$ cat config.mk
export PLATFORM = sky130hd
export DESIGN_NAME = dhc_ctrl
export DESIGN_NICKNAME = d
export VERILOG_FILES = /design/src/dhc_pkg.sv /design/src/dhc_ctrl.sv /design/src/dhc_timer.sv
export SDC_FILE = /design/constraint.sdc
export NUM_CORES = 1
export LEC_CHECK = 0
export BUFFER_PORTS_ARGS = -buffer_cell sky130_fd_sc_hd__buf_4
export CAP_MARGIN = 20
export CORE_ASPECT_RATIO = 1.4
export CORE_MARGIN = 5
export CORE_UTILIZATION = 30
export DETAILED_ROUTE_END_ITERATION = 10
export GPL_TIMING_DRIVEN = 0
export PLACE_DENSITY_LB_ADDON = 0.05
export SLEW_MARGIN = 20
export SYNTH_ARGS = -nofsm -noshare
export SYNTH_HDL_FRONTEND = slang
export SYNTH_SLANG_ARGS = --single-unit
export TNS_END_PERCENT = 5
$ cat constraint.sdc
create_clock -name clock -period 4.4 [get_ports clock]
set_clock_uncertainty 0.1 [all_clocks]
set_input_delay 0.66 -clock clock [delete_from_list [all_inputs] [get_ports clock]]
set_output_delay 0.66 -clock clock [all_outputs]
set_load 0.02 [all_outputs]
$ cat src/dhc_pkg.sv
// Package with timing, sizes and carrier types of the DRAM host controller.
`default_nettype none

package dhc_pkg;

    localparam int CLK_NS       = 10;
    localparam int ROW_W        = 9;
    localparam int COL_W        = 9;
    localparam int ADDR_W       = ROW_W + COL_W;
    localparam int DATA_W       = 4;
    localparam int SYNC_STAGES  = 2;
    localparam int TMR_W        = 15;

    // Least times, in ns, fastest grade.
    localparam int T_RC_NS      = 110;
    localparam int T_RAS_NS     = 60;
    localparam int T_RP_NS      = 40;
    localparam int T_RCD_NS     = 15;
    localparam int T_AA_NS      = 30;
    localparam int T_CSR_NS     = 5;
    localparam int T_CHR_NS     = 15;
    localparam int T_CPT_NS     = 40;
    localparam int T_PC_NS      = 40;
    // Longest times, in ns.
    localparam int T_RASP_NS    = 100000;
    localparam int T_REF_ROW_NS = 8000000 / 512;
    // Power-up pause, in ns.
    localparam int T_PWR_NS     = 200000;

    localparam int RC_CYC       = (T_RC_NS + CLK_NS - 1) / CLK_NS;
    localparam int RAS_MIN_CYC  = (T_RAS_NS + CLK_NS - 1) / CLK_NS;
    localparam int RP_CYC       = (T_RP_NS + CLK_NS - 1) / CLK_NS;
    localparam int RCD_CYC      = (T_RCD_NS + CLK_NS - 1) / CLK_NS;
    localparam int AA_CYC       = (T_AA_NS + CLK_NS - 1) / CLK_NS;
    localparam int CSR_CYC      = (T_CSR_NS + CLK_NS - 1) / CLK_NS;
    localparam int CHR_CYC      = (T_CHR_NS + CLK_NS - 1) / CLK_NS;
    localparam int CPT_CYC      = (T_CPT_NS + CLK_NS - 1) / CLK_NS;
    localparam int PC_CYC       = (T_PC_NS + CLK_NS - 1) / CLK_NS;
    localparam int RASP_CYC     = T_RASP_NS / CLK_NS;
    localparam int REF_INT_CYC  = T_REF_ROW_NS / CLK_NS;
    localparam int PWR_CYC      = (T_PWR_NS + CLK_NS - 1) / CLK_NS;

    // Precharge is stretched so that row strobe low plus high meets the cycle time.
    localparam int PRE_CYC      = (RC_CYC - RAS_MIN_CYC > RP_CYC) ? RC_CYC - RAS_MIN_CYC : RP_CYC;
    // Column strobe stays low until read data have crossed the input synchroniser.
    localparam int CAS_LOW_CYC  = AA_CYC + SYNC_STAGES;
    // Refresh keeps the column strobe low for the whole row pulse.
    localparam int REF_RAS_CYC  = (RAS_MIN_CYC > CHR_CYC) ? RAS_MIN_CYC : CHR_CYC;
    localparam int INIT_CYCLES  = 8;
    localparam int PAGE_MARGIN  = 32;
    localparam int AGE_W        = 14;
    localparam int REF_W        = 11;

    localparam logic [TMR_W-1:0] TMR_RST = 15'h0000;

    typedef struct packed {
        logic              write;
        logic [ADDR_W-1:0] addr;
        logic [DATA_W-1:0] wdata;
    } dhc_req_type;

    typedef struct packed {
        logic              ras_n;
        logic              cas_n;
        logic              we_n;
        logic              oe_n;
        logic [ROW_W-1:0]  addr;
        logic [DATA_W-1:0] dq_out;
        logic              dq_oe;
    } dhc_pins_type;

    localparam dhc_pins_type PINS_IDLE = '{ras_n: 1'b1, cas_n: 1'b1, we_n: 1'b1, oe_n: 1'b1,
                                           addr: 9'h000, dq_out: 4'h0, dq_oe: 1'b0};

endpackage

`default_nettype wire

$ cat src/dhc_ctrl.sv
// Host-side controller that drives a 256K x 4 asynchronous DRAM through its strobes.
`timescale 1ns/1ps
`default_nettype none

// Operation
// - Open row serves further columns without reopening.
// - Row strobe falls at least 110 ns apart.
// - Page column cycles at least 40 ns apart.
// - Row strobe low 60 ns to 100K ns.
// - Column strobe leads 5 ns, holds 15 ns.
// - Column strobe high 40 ns before refresh.
// - Reads keep write strobe high throughout.
// - Write data valid at later falling strobe.
// - Wait 200 us, then eight row pulses.
// - Long idle needs eight init cycles again; the code runs init only after reset and relies on refresh never pausing.
// - Write strobe low 20 ns before row rises.
// - Column address held 50 ns after row falls.
// - All 512 rows refreshed every 8 ms.
// - Address split into row then column.
module dhc_ctrl #(
    parameter int PWR_WAIT_CYC = dhc_pkg::PWR_CYC,
    parameter int RASP_MAX_CYC = dhc_pkg::RASP_CYC
) (
    input  wire logic                          clock,
    input  wire logic                          rst,
    input  wire logic                          req_valid,
    input  wire dhc_pkg::dhc_req_type          req,
    output var  logic                          req_ready,
    output var  logic                          rsp_valid,
    output var  logic [dhc_pkg::DATA_W-1:0]    rsp_rdata,
    output var  logic                          init_done,
    output var  dhc_pkg::dhc_pins_type         pins,
    input  wire logic [dhc_pkg::DATA_W-1:0]    dq_in
);

    typedef enum logic [3:0] {
        ST_START, ST_PWR_WAIT, ST_INIT_RAS, ST_INIT_PRE, ST_IDLE, ST_ROW_SET, ST_RAS_WAIT,
        ST_COL, ST_CAS_LOW, ST_OPEN, ST_PRE, ST_REF_CAS, ST_REF_RAS
    } dhc_st_type;

    typedef struct packed {
        dhc_st_type                    state;
        dhc_pkg::dhc_pins_type         pins;
        dhc_pkg::dhc_req_type          cur;
        logic                          pend;
        logic                          req_ready;
        logic                          rsp_valid;
        logic [dhc_pkg::DATA_W-1:0]    rsp_rdata;
        logic                          init_done;
        logic [3:0]                    init_cnt;
        logic [dhc_pkg::REF_W-1:0]     ref_cnt;
        logic                          ref_pend;
        logic [dhc_pkg::AGE_W-1:0]     ras_age;
        logic [dhc_pkg::DATA_W-1:0]    dq_s1;
        logic [dhc_pkg::DATA_W-1:0]    dq_s2;
    } dhc_state_type;

    localparam logic [dhc_pkg::AGE_W-1:0] AGE_LIMIT = dhc_pkg::AGE_W'(RASP_MAX_CYC - dhc_pkg::PAGE_MARGIN);

    dhc_state_type                s_r;
    dhc_state_type                s_nxt;
    logic                         t_load;
    logic [dhc_pkg::TMR_W-1:0]    t_val;
    logic                         t_done;
    logic                         taken;

    function automatic logic [dhc_pkg::TMR_W-1:0] cyc(input int n);
        return dhc_pkg::TMR_W'(n - 1);
    endfunction

    function automatic logic [dhc_pkg::ROW_W-1:0] row_of(input dhc_pkg::dhc_req_type r);
        return r.addr[dhc_pkg::ADDR_W-1:dhc_pkg::COL_W];
    endfunction

    // Puts the column address, write strobe and write data out one cycle ahead of the column strobe.
    function automatic dhc_pkg::dhc_pins_type col_pins(input dhc_pkg::dhc_pins_type p,
                                                       input dhc_pkg::dhc_req_type r);
        dhc_pkg::dhc_pins_type q;
        q        = p;
        q.addr   = r.addr[dhc_pkg::COL_W-1:0];
        q.we_n   = ~r.write;
        q.oe_n   = r.write;
        q.dq_out = r.wdata;
        q.dq_oe  = r.write;
        return q;
    endfunction

    dhc_timer #(
        .WIDTH    (dhc_pkg::TMR_W)
    ) u_timer (
        .clock    (clock),
        .rst      (rst),
        .load     (t_load),
        .load_val (t_val),
        .expired  (t_done)
    );

    assign taken = req_valid && s_r.req_ready;

    always_comb begin
        s_nxt           = s_r;
        t_load          = 1'b0;
        t_val           = '0;
        s_nxt.rsp_valid = 1'b0;
        s_nxt.dq_s1     = dq_in;
        s_nxt.dq_s2     = s_r.dq_s1;

        // The refresh counter runs at all times, so after init the array never sits without strobes.
        if (s_r.ref_cnt == '0) begin
            s_nxt.ref_cnt  = dhc_pkg::REF_W'(dhc_pkg::REF_INT_CYC - 1);
            s_nxt.ref_pend = 1'b1;
        end else begin
            s_nxt.ref_cnt = s_r.ref_cnt - 1'b1;
        end

        if (!s_r.pins.ras_n && s_r.ras_age != '1) begin
            s_nxt.ras_age = s_r.ras_age + 1'b1;
        end else if (s_r.pins.ras_n) begin
            s_nxt.ras_age = '0;
        end

        unique case (s_r.state)
            ST_START: begin
                t_load      = 1'b1;
                t_val       = cyc(PWR_WAIT_CYC);
                s_nxt.state = ST_PWR_WAIT;
            end
            ST_PWR_WAIT: begin
                if (t_done) begin
                    s_nxt.pins.addr  = {5'h00, s_r.init_cnt};
                    s_nxt.pins.ras_n = 1'b0;
                    t_load           = 1'b1;
                    t_val            = cyc(dhc_pkg::RAS_MIN_CYC);
                    s_nxt.state      = ST_INIT_RAS;
                end
            end
            ST_INIT_RAS: begin
                if (t_done) begin
                    // The next row settles during precharge, never on the falling row strobe.
                    s_nxt.pins.ras_n = 1'b1;
                    s_nxt.pins.addr  = {5'h00, s_r.init_cnt + 4'h1};
                    s_nxt.init_cnt   = s_r.init_cnt + 1'b1;
                    t_load           = 1'b1;
                    t_val            = cyc(dhc_pkg::PRE_CYC);
                    s_nxt.state      = ST_INIT_PRE;
                end
            end
            ST_INIT_PRE: begin
                if (t_done) begin
                    if (s_r.init_cnt == 4'(dhc_pkg::INIT_CYCLES)) begin
                        s_nxt.init_done = 1'b1;
                        s_nxt.state     = ST_IDLE;
                    end else begin
                        s_nxt.pins.addr  = {5'h00, s_r.init_cnt};
                        s_nxt.pins.ras_n = 1'b0;
                        t_load           = 1'b1;
                        t_val            = cyc(dhc_pkg::RAS_MIN_CYC);
                        s_nxt.state      = ST_INIT_RAS;
                    end
                end
            end
            ST_IDLE: begin
                // The preceding precharge kept the column strobe high long enough for a counter test too.
                if (s_r.ref_pend) begin
                    s_nxt.pins.cas_n = 1'b0;
                    t_load           = 1'b1;
                    t_val            = cyc(dhc_pkg::CSR_CYC);
                    s_nxt.state      = ST_REF_CAS;
                end else if (taken) begin
                    s_nxt.cur       = req;
                    s_nxt.pins.addr = row_of(req);
                    s_nxt.state     = ST_ROW_SET;
                end
            end
            ST_ROW_SET: begin
                s_nxt.pins.ras_n = 1'b0;
                t_load           = 1'b1;
                t_val            = cyc(dhc_pkg::RCD_CYC);
                s_nxt.state      = ST_RAS_WAIT;
            end
            ST_RAS_WAIT: begin
                if (t_done) begin
                    s_nxt.pins  = col_pins(s_r.pins, s_r.cur);
                    s_nxt.state = ST_COL;
                end
            end
            ST_COL: begin
                s_nxt.pins.cas_n = 1'b0;
                t_load           = 1'b1;
                t_val            = cyc(dhc_pkg::CAS_LOW_CYC);
                s_nxt.state      = ST_CAS_LOW;
            end
            ST_CAS_LOW: begin
                // Address and write strobe stay put until the column strobe rises, well past row fall.
                if (t_done) begin
                    s_nxt.pins.cas_n  = 1'b1;
                    s_nxt.pins.we_n   = 1'b1;
                    s_nxt.pins.oe_n   = 1'b1;
                    s_nxt.pins.dq_oe  = 1'b0;
                    s_nxt.rsp_valid   = 1'b1;
                    s_nxt.rsp_rdata   = s_r.cur.write ? '0 : s_r.dq_s2;
                    s_nxt.state       = ST_OPEN;
                end
            end
            ST_OPEN: begin
                if (taken) begin
                    s_nxt.cur = req;
                    if (row_of(req) == row_of(s_r.cur) && !s_r.ref_pend && s_r.ras_age < AGE_LIMIT) begin
                        s_nxt.pins  = col_pins(s_r.pins, req);
                        s_nxt.state = ST_COL;
                    end else begin
                        s_nxt.pend       = 1'b1;
                        s_nxt.pins.ras_n = 1'b1;
                        t_load           = 1'b1;
                        t_val            = cyc(dhc_pkg::PRE_CYC);
                        s_nxt.state      = ST_PRE;
                    end
                end else if (s_r.ref_pend || s_r.ras_age >= AGE_LIMIT) begin
                    s_nxt.pins.ras_n = 1'b1;
                    t_load           = 1'b1;
                    t_val            = cyc(dhc_pkg::PRE_CYC);
                    s_nxt.state      = ST_PRE;
                end
            end
            ST_PRE: begin
                if (t_done) begin
                    if (s_r.pend) begin
                        s_nxt.pend      = 1'b0;
                        s_nxt.pins.addr = row_of(s_r.cur);
                        s_nxt.state     = ST_ROW_SET;
                    end else begin
                        s_nxt.state = ST_IDLE;
                    end
                end
            end
            ST_REF_CAS: begin
                if (t_done) begin
                    s_nxt.pins.ras_n = 1'b0;
                    s_nxt.ref_pend   = 1'b0;
                    t_load           = 1'b1;
                    t_val            = cyc(dhc_pkg::REF_RAS_CYC);
                    s_nxt.state      = ST_REF_RAS;
                end
            end
            ST_REF_RAS: begin
                if (t_done) begin
                    s_nxt.pins.ras_n = 1'b1;
                    s_nxt.pins.cas_n = 1'b1;
                    t_load           = 1'b1;
                    t_val            = cyc(dhc_pkg::PRE_CYC);
                    s_nxt.state      = ST_PRE;
                end
            end
            default: begin
                s_nxt.state = ST_START;
            end
        endcase

        // A refresh tick in the clearing cycle survives.
        if (s_r.ref_cnt == '0) begin
            s_nxt.ref_pend = 1'b1;
        end

        s_nxt.req_ready = s_nxt.init_done && !s_nxt.ref_pend && !s_nxt.pend
                          && (s_nxt.state == ST_IDLE || s_nxt.state == ST_OPEN) && !taken;
    end

    always_ff @(posedge clock or posedge rst) begin
        if (rst) begin
            s_r       <= '0;
            s_r.state <= ST_START;
            s_r.pins  <= dhc_pkg::PINS_IDLE;
        end else begin
            s_r <= s_nxt;
        end
    end

    assign req_ready = s_r.req_ready;
    assign rsp_valid = s_r.rsp_valid;
    assign rsp_rdata = s_r.rsp_rdata;
    assign init_done = s_r.init_done;
    assign pins      = s_r.pins;

endmodule // dhc_ctrl

`default_nettype wire

$ cat src/dhc_timer.sv
// Down-counting delay timer with a registered expiry flag.
`timescale 1ns/1ps
`default_nettype none

module dhc_timer #(
    parameter int WIDTH = 15
) (
    input  wire logic             clock,
    input  wire logic             rst,
    input  wire logic             load,
    input  wire logic [WIDTH-1:0] load_val,
    output var  logic             expired
);

    typedef struct packed {
        logic [WIDTH-1:0] cnt;
        logic             expired;
    } dhc_tmr_state_type;

    dhc_tmr_state_type s_r;
    dhc_tmr_state_type s_nxt;

    always_comb begin
        s_nxt = s_r;
        if (load) begin
            s_nxt.cnt = load_val;
        end else if (s_r.cnt != '0) begin
            s_nxt.cnt = s_r.cnt - 1'b1;
        end
        s_nxt.expired = (s_nxt.cnt == '0);
    end

    always_ff @(posedge clock or posedge rst) begin
        if (rst) begin
            s_r <= '0;
        end else begin
            s_r <= s_nxt;
        end
    end

    assign expired = s_r.expired;

endmodule // dhc_timer

`default_nettype wire
== Word-level counts from Yosys, hierarchy flattened ==
Cells that the tools add are included.
Storage, ports and cells
  flip-flop bits (word level): 107
  input bits: 30
  output and inout port bits: 25
  logic and storage cells: 178
Cells by class
  $add $sub $neg: 4
  magnitude comparators: 2
  equality and inequality tests: 34
  mux-type cells: 72
  bitwise logic cells: 4
  reduce and logical (&&, ||, !) cells: 38
Operators with widths (number)
  $pmux 15 s7: 1
  $mux 9: 8
  $pmux 9 s7: 1
  $pmux 4 s13: 1
  $mux 23: 2
  $pmux 23 s2: 1
  $mux 15: 3
  $mux 5: 9
  $mux 41: 1
  $eq 4x4->1 const B: 7
  $mux 14: 2
  $mux 3: 8
  $mux 22: 1
  $eq 4x3->1 const B: 5
  $mux 4: 5
  $mux 1: 19
  $mux 16: 1
  $ne 2x1->1 const B: 8
  $logic_not 15->1: 1
  $reduce_bool 15->1: 1
  $sub 15x1->15 const B: 1
  $add 14x1->14 const B: 1
  $ge 14x14->1 const B: 1
  $lt 14x14->1 const B: 1
  other kinds (36): 65

== Depth between registers and ports, before layout ==
Gate-level depths: netlist of the first run.
  depth in word-level cells: 10
  mapped depth: 9
  mapped depth without buffers: 8

== Hierarchy ==
Synthesis of the first run repeated with hierarchy kept, for this count alone.
Second synthesis, totals
  cells, all modules: 652
  area total of the unflattened synthesis: 5952.0 µm²
Modules (own cells, without submodules)
  dhc_ctrl: times used 1, cells an instance 537, area each 4884.7 µm²
  dhc_timer: times used 1, cells an instance 115, area each 1067.3 µm²

== Least setup slack after synthesis of the first run ==
Ideal clock, no wire load.
  path kind: in2reg
  start point: input req[14] (netlist bit)
  end point: register pins[10] (netlist name)
  arrival time: 2.190 ns
  required time: 4.175 ns
  setup slack: 1.985 ns
  stages: 6
  path through: xor2_1 nor4_1 and4_4 a21oi_2 a211oi_4 mux2_2
On the way
  longest elaborated chain between the ends: 5
Ends and longest elaborated chain
  start, declared: RTL line dhc_ctrl.sv:27  | input wire dhc_pkg::dhc_req_type req,
  $eq 9x9->1: RTL line dhc_ctrl.sv:208  | if (row_of(req) == row_of(s_r.cur) && !s_r.ref_pend && s_r.ras_age < AGE_LIMIT) begin
  $logic_and 1x1->1 (2 in a row): RTL line dhc_ctrl.sv:208
  $ne 2x2->1 (no line)
  $reduce_and 12->1 (no line)
No other way between the ends.
A chain may end at the register's enable or synchronous reset.

==> results of run 1 <==
==> worst max path at each step <==
stage | from | end | slack [ps]
3_3_place_gp | rst | pins[1] | -760
6_report | u_timer.s_r[1] | u_timer.expired | 1690
5_1_grt | u_timer.s_r[1] | u_timer.expired | 1410
3_5_place_dp | req[14] | pins[13] | 1420
2_1_floorplan | rst | init_done | 830
4_1_cts | u_timer.s_r[1] | u_timer.expired | 1730
==> cell usage after synthesis (all sizes together), types with 4 or more instances <==
cell type,instances
xor2,16
dfstp,4
nand4,8
a21oi,25
a21boi,4
mux2,15
clkbuf,17
o21ai,56
dfrtp,103
nor2,54
nor2b,10
o22ai,5
nor3,15
nand2b,15
inv,14
a22oi,6
and2,4
and3,7
o31ai,4
xnor2,20
nor4,13
mux2i,4
ha,7
a222oi,9
nand2,95
or3,5
a211oi,4
nand3,26
buf,34
==> stage by stage <==
step	hold slack, ps	area [um^2]	setup TNS [ps]	util [%]
floorplan	231.2	5911	0	-
global placement	234.9	6626	-77010	34.35
detailed placement	237.1	6659	0	34.51
CTS	253.2	6942	0	35.98
global route	256.9	6942	0	35.98
finish	250.4	6942	0	35.98
==> sequential cells by signal (all words and copies together) (netlist names) <==
register         cells
s_nxt                4
u_timer.s_r         15
pins                18
init_done            1
req_ready            1
s_r                 62
rsp_rdata            4
u_timer.expired      1
rsp_valid            1
==> placed cells by master (no fill, tap or decap), drive strengths merged, types with 4 or more instances in the layout <==
| cell | count |
|---|---|
| nor2 | 54 |
| or3 | 5 |
| ha | 7 |
| nand2 | 95 |
| o21ai | 56 |
| a222oi | 9 |
| xor2 | 16 |
| dfrtp | 103 |
| a211oi | 4 |
| nand4 | 8 |
| nor4 | 13 |
| a22oi | 6 |
| mux2 | 15 |
| and3 | 7 |
| xnor2 | 20 |
| dfstp | 4 |
| and2 | 4 |
| clkbuf | 27 |
| nor2b | 10 |
| mux2i | 4 |
| buf | 89 |
| inv | 15 |
| o31ai | 4 |
| nor3 | 15 |
| nand2b | 15 |
| o22ai | 5 |
| a21oi | 25 |
| nand3 | 26 |
| a21boi | 4 |
==> worst reg2reg max path, cell delays in order, from the launching register on <==
cell	delay, ps
dfrtp_1	420
inv_1	130
ha_1	180
nor4b_1	490
nand4_1	420
a21oi_1	300
o21ai_0	110
a211o_1	270
a211oi_2	220
==> final cells by class <==
cell class | count | share of cell area (%)
Inverter | 14 | 0.8291
Sequential cell | 107 | 38.64
Timing Repair Buffer | 55 | 6.236
Buffer | 51 | 4.200
Clock buffer | 10 | 3.298
Clock inverter | 5 | 0.7751
Multi-Input combinational cell | 472 | 41.55
Tap cell | 248 | 4.470
==> routing by layer <==
layer	global-route usage [%]	share of wire [%]
met1	17.76	42
met2	26.02	52
met3	2.633	3.6
met4	5.779	2.2
met5	0	0
==> power breakdown <==
group	switching [uW]	internal, uW	total (uW)
logic	36.8	23.8	60.6
registers	0.908	987	987
clock network	370	438	808
==> kinds of logic (layout without fill, tap and decap cells) <==
| logic type | Yosys count | in the layout | share of synthesized area, % |
|---|---|---|---|
| and+or+nand+nor | 270 | 270 | 22.84 |
| muxes | 19 | 19 | 3.535 |
| buffers and inverters | 65 | 135 | 5.821 |
| adders and majority gates | 7 | 7 | 1.482 |
| DFF | 107 | 107 | 45.39 |
| xor gates and xnor gates | 36 | 36 | 5.334 |
| AOI/OAI and AO/OA | 140 | 140 | 15.60 |
==> out/qor.txt, run 1 <==
Crit share post-route = 61.56%
Vias in the first global route = 5071
Peak supply drop = 0.0002085 V
IO Count = 55
Inst Count DP = 947
Tot Pwr = 1856 uW
CP peak stage delay = 490 ps
WP depth = 8
WL per Instance = 17.08 um
Height of the die = 176.1 um
Worst flop-to-flop path endpoint = u_timer.expired
GRT overflow = 0
Clock Tree Buf Depth = 2
Core area = 19290 um^2
Pleak = 0.003007 uW
CTS tree = done
Startpoint Class = flop
Final net count = 747
Biggest area consumer among synthesized cells = dfrtp_1
Post-CTS Setup Inserts = 0
Critical path class = flop to flop
Fmax = 0.3692 GHz
FFs w/ async S/R, synth = 100.0%
Antenna-violating nets left = 0
Worst Reg-to-Reg Cells = 8
Worst setup EP type = flop
Post-Synthesis Cells = 644
Max-cap violations = 0
Fill cell count = 1974
Mapped Area = 5911 um^2
Multi-input gate area = 2884 um^2
CTS Hold Bufs = 0
Status = finished clean
Synth top area cells = dfrtp_1, nand2_1, o21ai_0, nor2_1, buf_4
Pre-CTS WS = 1420 ps
GRT Resource Usage Total = 14.79%
DRC = 0
Final HPWL DP = 12160 um
Clk slew on worst S/H paths = 70 ps
Worst EP arrival = 2870 ps
IO Port Bufs = 54
Share of post-route cells with drive strength above 1 = 19.19%
Die width = 128.6 um
Max-slew violations = 0
Largest net degree at the start of global routing = 58
CTS H-Tree Depth = 3
Inserted Clock Buffers = 9
Main synth FF type = dfrtp_1
EDFF count, synth = 0
# resized after CTS = 0
Post-layout min period = 2709 ps
Syn. warnings = 0
Routability cong. = 0.8608
Unrepaired setup endpoints after global routing = no
Post-synthesis sequential area ratio = 45.39%
Worst-Skew Late Latency = 350 ps
Endpoints failing hold = 0
Register area = 2683 um^2
Syn nets = 681
Slowest CP cell = nor4b_1
Worst Path Buf+Inv = 1
Type of the tightest min-delay check = primary input to asynchronous set/reset pin
DR vias/cell = 5.149
Final setup vio count = 0
WP data required = 4570 ps
Worst reg2reg path startpoint = u_timer.s_r[1]
Ant. Diodes = 0
Final worst slack = 1691 ps
Initial antenna violation count = 0
Vias = 4953
Pre-antenna DRT Iters = 5
Yosys top cell area share = 43.61%
Count of cell types in the netlist = 65
Initial Util = 30.64%
Critical Path Fanout Max = 7
Worst path cell trace = inv_1, ha_1, nor4b_1, nand4_1, a21oi_1, o21ai_0, a211o_1, a211oi_2
Final wirelength = 16430 um
Die ar. = 22650 um^2
Fin cells = 962
Register bit total from synthesis = 107
Area Growth Syn to Fin = 17.44%
Clk sinks = 107
Worst-margin pin slew = 789.8 ps
R2R Setup Slk = 1690 ps
CP delay by family, top = simple AND/OR/NAND/NOR gates
CTS root buffer = clkbuf_16
First-pass GRT wire length = 26590 um
Drt first-iter violations = 360
P per Cell Area = 267.3 nW/um^2
Synthesized area per cell = 9.178 um^2
Worst slew margin = 46.91%
Rows = 60
(Power assumes the default switching activity.)
==> run 2, diff against run 1 <==
- clock period: 4.4 -> 2.53 ns (I/O delays scaled with it)
==> out/qor.txt, run 2 (synthesized netlist as in run 1, its figures left out) <==
Most common cell after layout, fill and taps aside = dfrtp_1
Type of the tightest min-delay check = primary input to flop
Finished layout cell area = 7073 um^2 (+1.9%)
Unrepaired setup endpoints after global routing = yes
Most frequent cells in the layout = dfrtp_1, nand2_1, buf_4
Fin cells = 968 (+0.62%)
Clk slew on worst S/H paths = 70 ps (about the same)
Final HPWL DP = 12320 um (+1.3%)
Rows = 60 (unchanged)
Final wirelength = 16390 um (-0.26%)
Critical Path Fanout Max = 10 (+3)
Vias in the first global route = 5016 (-1.1%)
Crit share post-route = 96.29% (+35 points)
Worst-margin pin slew = 753.3 ps (-36.49 ps)
Final setup vio count = 0 (unchanged)
WP data required = 2660 ps (-1910 ps)
Biggest register = s_r
Slowest CP cell = a222oi_1
Fmax = 0.4105 GHz (+11%)
WL per Instance = 16.93 um (-0.88%)
Initial antenna violation count = 0 (unchanged)
DR vias/cell = 5.138 (-0.20%)
Endpoints failing hold = 0 (unchanged)
Met2 global-route usage = 25.72% (-0.30 points)
CTS tree = done
Die ar. = 22650 um^2 (unchanged)
IO Count = 55 (unchanged)
Initial Util = 30.64% (unchanged)
Placed Instance Area = 6690 um^2 (+0.47%)
Final net count = 752 (+0.67%)
Vias = 4974 (+0.42%)
Largest register FFs = 62 (unchanged)
DRC = 0 (unchanged)
Sw frac = 23.04% (+1.1 points)
Peak supply drop = 0.0002556 V (+23%)
Met3 usage = 2.391% (-0.24 points)
Critical path class = flop to flop
Share of post-route cells with drive strength above 1 = 21.11% (+1.9 points)
IO Port Bufs = 54 (unchanged)
CTS H-Tree Depth = 3 (unchanged)
Max-cap violations = 0 (unchanged)
Clock Tree Buf Depth = 2 (unchanged)
CTS root buffer = clkbuf_16
Largest net degree at the start of global routing = 32 (-45%)
Inst Count DP = 949 (+0.21%)
Met1 global-route usage = 18.34% (+0.57 points)
Pre-CTS WS = -217.2 ps (-1637 ps)
Core area = 19290 um^2 (unchanged)
Worst slew margin = 49.39% (+2.5 points)
Worst-Skew Late Latency = 350 ps (about the same)
Max-slew violations = 0 (unchanged)
Area Growth Syn to Fin = 19.67%
Worst EP arrival = 2570 ps (-300 ps)
CP peak stage delay = 440 ps (-50 ps)
Die width = 128.6 um (unchanged)
Cell Int Power = 2475 uW (+71%)
Inserted Clock Buffers = 9 (unchanged)
Tot Pwr = 3216 uW (+73%)
First-pass GRT wire length = 26740 um (+0.60%)
Top flop regs = s_r: 62 flops, pins: 18 flops, u_timer.s_r: 15 flops
Final Hold Slack = 31.25 ps (-219.2 ps)
GRT overflow = 0 (unchanged)
Worst setup EP type = flop
Clock share of power = 43.1% (-0.4 points)
GRT Resource Usage Total = 14.80% (about the same)
Clk sinks = 107 (unchanged)
Routability cong. = 0.8757 (+1.7%)
Sw power = 740.9 uW (+82%)
Ant. Diodes = 0 (unchanged)
Status = finished clean
Final worst slack = 93.78 ps (-1597 ps)
Combinational share of power = 3.5% (+0.2 points)
Antenna-violating nets left = 0 (unchanged)
P per Cell Area = 454.7 nW/um^2 (+70%)
Post-layout min period = 2436 ps (-272.6 ps)
Height of the die = 176.1 um (unchanged)
Pleak = 0.003074 uW (+2.3%)
Flop pwr share = 53.4% (+0.2 points)
Pre-antenna DRT Iters = 5 (unchanged)
Startpoint Class = flop
Worst path cell trace = buf_2, clkbuf_1, and3_1, clkbuf_2, a222oi_1, nand3_1, mux2_2
GR peak layer = met2
Drt first-iter violations = 392 (+8.9%)
run 2: cell count changes in the layout (fill, tap and decap cells not counted), sizes merged:
cell and change:
bufinv -1, buf +4, clkbuf +1, clkinvlp +1, dlygate4sd3 +1
run 2: what timing repair did:
action	in CTS	in global routing
hold buffers	1	0
cloned	0	0
resized for setup	4	11
setup buffers	0	2
endpoints found under the setup margin	23	37
endpoints found under the hold margin	18	0
pin swaps	2	2
run 2: area by class of cell:
cell class              count  area [um^2]
plain buffers              51        294.0
clock buffers              11        242.7
clock inverters             5        46.29
fillers                  2006        12220
inverters                  14        56.30
multi-input cells         472         2938
flip-flops and latches    107         2683
well taps                 248        310.3
repair buffers             60        503.0
run 2: power by group through the flow:
stage / logic (uW) / registers, uW / clock network, uW
2_1_floorplan: 40.8 / 1750 / 0
3_3_place_gp: 103 / 1750 / 0
3_5_place_dp: 115 / 1750 / 0
4_1_cts: 117 / 1720 / 1450
5_1_grt: 129 / 1720 / 1520
6_report: 113 / 1720 / 1390
run 2: path summary, 6_finish.rpt:
kind	startpoint	to	slack [ps]	cells after the start
max	s_r[88]	pins[8]	90	7
max in group asynchronous	rst	s_r[52]	1050	5
min	dq_in[3]	s_nxt[3]	30	1
min in group asynchronous	rst	rsp_valid	520	3
min reg2reg	s_nxt[1]	s_r[1]	250	0
max reg2reg	s_r[88]	pins[8]	90	7
run 2: metrics by stage:
step           utilization (%)  setup TNS, ps
2_1_floorplan                -              0
3_3_place_gp             34.36         -14600
3_5_place_dp             34.68          -3967
4_1_cts                  36.26         -170.5
5_1_grt                  36.66         -121.4
6_report                 36.66              0
run 2: routing by layer:
metal,up-vias,routed length [um]
met4,0,495
met2,99,8434
li1,2405,-
met1,2443,6953
met5,-,0
met3,27,502
run 2: worst max-delay path, delay by kind of cell, from the launching register on:
family,cells,cell delay (ps)
buffers and inverters,3,680
multiplexers,1,290
flip-flops,1,420
AO/OA/AOI/OAI,1,440
AND/OR/NAND/NOR,2,390
==> run 3, diff against run 2 <==
- SETUP_SLACK_MARGIN: not set -> 0.3
- SLEW_MARGIN: 20 -> not set
==> out/qor.txt, run 3 (synthesized netlist as in run 1, its figures left out) <==
Critical path class = flop to flop
Worst slew margin = 47.48% (-1.9 points)
CTS root buffer = clkbuf_16
CTS tree = done
Most common cell after layout, fill and taps aside = dfrtp_1
Post-layout min period = 2316 ps (-120.3 ps)
GRT overflow = 0 (unchanged)
Share of post-route cells with drive strength above 1 = 25.34% (+4.2 points)
Worst-Skew Late Latency = 350 ps (about the same)
Unrepaired setup endpoints after global routing = yes
DR vias/cell = 5.104 (-0.67%)
Die ar. = 22650 um^2 (unchanged)
Startpoint Class = flop
Top flop regs = s_r: 62 flops, pins: 18 flops, u_timer.s_r: 15 flops
Crit share post-route = 91.54% (-4.8 points)
Vias in the first global route = 5068 (+1.0%)
Final Hold Slack = 30.27 ps (-0.9825 ps)
WP data required = 2670 ps (about the same)
DRC = 0 (unchanged)
Fin cells = 982 (+1.4%)
Largest register FFs = 62 (unchanged)
Inst Count DP = 948 (-0.11%)
Core Util, Final = 37.49% (+0.83 points)
Die width = 128.6 um (unchanged)
IO Port Bufs = 54 (unchanged)
Most frequent cells in the layout = dfrtp_1, buf_4, nand2_1
Core area = 19290 um^2 (unchanged)
CTS Hold Bufs = 0 (-1)
Critical Path Fanout Max = 9 (-1)
GRT Resource Usage Total = 14.75% (-0.054 points)
Clock Tree Buf Depth = 2 (unchanged)
Clk slew on worst S/H paths = 70 ps (about the same)
Final net count = 766 (+1.9%)
Area Growth Syn to Fin = 22.38%
P per Cell Area = 445.7 nW/um^2 (-2.0%)
Biggest register = s_r
Fmax = 0.4318 GHz (+5.2%)
Worst-margin pin slew = 786.1 ps (+32.75 ps)
Vias = 5012 (+0.76%)
Inserted Clock Buffers = 9 (unchanged)
Ant. Diodes = 0 (unchanged)
Peak supply drop = 0.0002490 V (-2.6%)
Rows = 60 (unchanged)
Worst EP arrival = 2450 ps (-120 ps)
Pleak = 0.003179 uW (+3.4%)
Height of the die = 176.1 um (unchanged)
Final HPWL DP = 12200 um (-0.92%)
Hold path endpoint = s_nxt[3]
Status = finished clean
Final setup vio count = 0 (unchanged)
First-pass GRT wire length = 26580 um (-0.62%)
Worst Reg-to-Reg Cells = 8 (+1)
Max-cap violations = 0 (unchanged)
Initial Util = 30.64% (unchanged)
Worst reg2reg path startpoint = s_r[34]
Drt first-iter violations = 395 (+0.77%)
Clk sinks = 107 (unchanged)
R2R Setup Slk = 210 ps (+120 ps)
Routability cong. = 0.8757 (unchanged)
Final wirelength = 16640 um (+1.6%)
WL per Instance = 16.95 um (+0.11%)
Pre-antenna DRT Iters = 8 (+3)
Worst setup EP type = flop
Worst Hold Depth = 1 (unchanged)
CTS H-Tree Depth = 3 (unchanged)
Endpoints failing hold = 0 (unchanged)
Antenna-violating nets left = 0 (unchanged)
Type of the tightest min-delay check = primary input to flop
Hold Crit Start = dq_in[3]
Largest net degree at the start of global routing = 40 (+25%)
Worst flop-to-flop path endpoint = pins[8]
Max-slew violations = 0 (unchanged)
IO Count = 55 (unchanged)
Initial antenna violation count = 0 (unchanged)
[run 3: timing repair]
action	in CTS	in global routing
gates resized for setup	22	21
setup endpoints to repair	61	63
setup buffers	12	5
pin swaps	5	9
cloned	0	1
[run 3: cell type report]
cell class	instances	area, um^2
Inverter	14	56.30
Clock buffer	11	242.7
Tap cell	248	310.3
Sequential cell	107	2686
Fill cell	1963	12060
Timing Repair Buffer	74	590.6
Multi-Input combinational cell	472	2994
Clock inverter	5	46.29
Buffer	51	306.5
[run 3: through the flow]
| step | setup TNS [ps] | setup WS [ps] | power (uW) | cell area, um^2 |
|---|---|---|---|---|
| floorplan | 0 | 302.6 | 1791 | 5914 |
| global placement | -14600 | -231.4 | 1854 | 6630 |
| detailed placement | -3849 | -227.7 | 1862 | 6670 |
| CTS | 0 | 139.6 | 3280 | 7136 |
| global route | 0 | 124.7 | 3371 | 7233 |
| finish | 0 | 214.0 | 3224 | 7233 |
[run 3: metal layers]
metal / share of wire (%) / track usage, % / vias to the layer above
li1: - / - / 2430
met1: 42 / 17.56 / 2448
met2: 52 / 26.04 / 102
met3: 2.9 / 2.270 / 32
met4: 3.2 / 6.436 / 0
met5: 0 / 0 / -
[run 3: worst max path at each step]
stage / startpoint / to / slack, ps / cells past startpoint
global route: s_r[63] / pins[8] / 120 / 7
floorplan: u_timer.s_r[1] / u_timer.expired / 300 / 9
CTS: s_r[88] / pins[8] / 140 / 7
finish: s_r[34] / pins[8] / 210 / 8
detailed placement: req[14] / pins[13] / -230 / 7
global placement: req[21] / u_timer.s_r[15] / -230 / 8
[run 3: worst max-delay path: stages, from the launching register on]
cell      delay (ps)
dfrtp_1          440
inv_1            100
ha_1             220
and3b_2          250
nand3_1          100
o21ai_0          170
a211oi_4         310
buf_12           170
mux2_2           330
[run 3: report_power, final]
part           internal (uW)  leakage (uW)  switching, uW
clock                    713      0.000142            685
combinational           43.9       0.00167           65.9
sequential              1720       0.00137           1.58
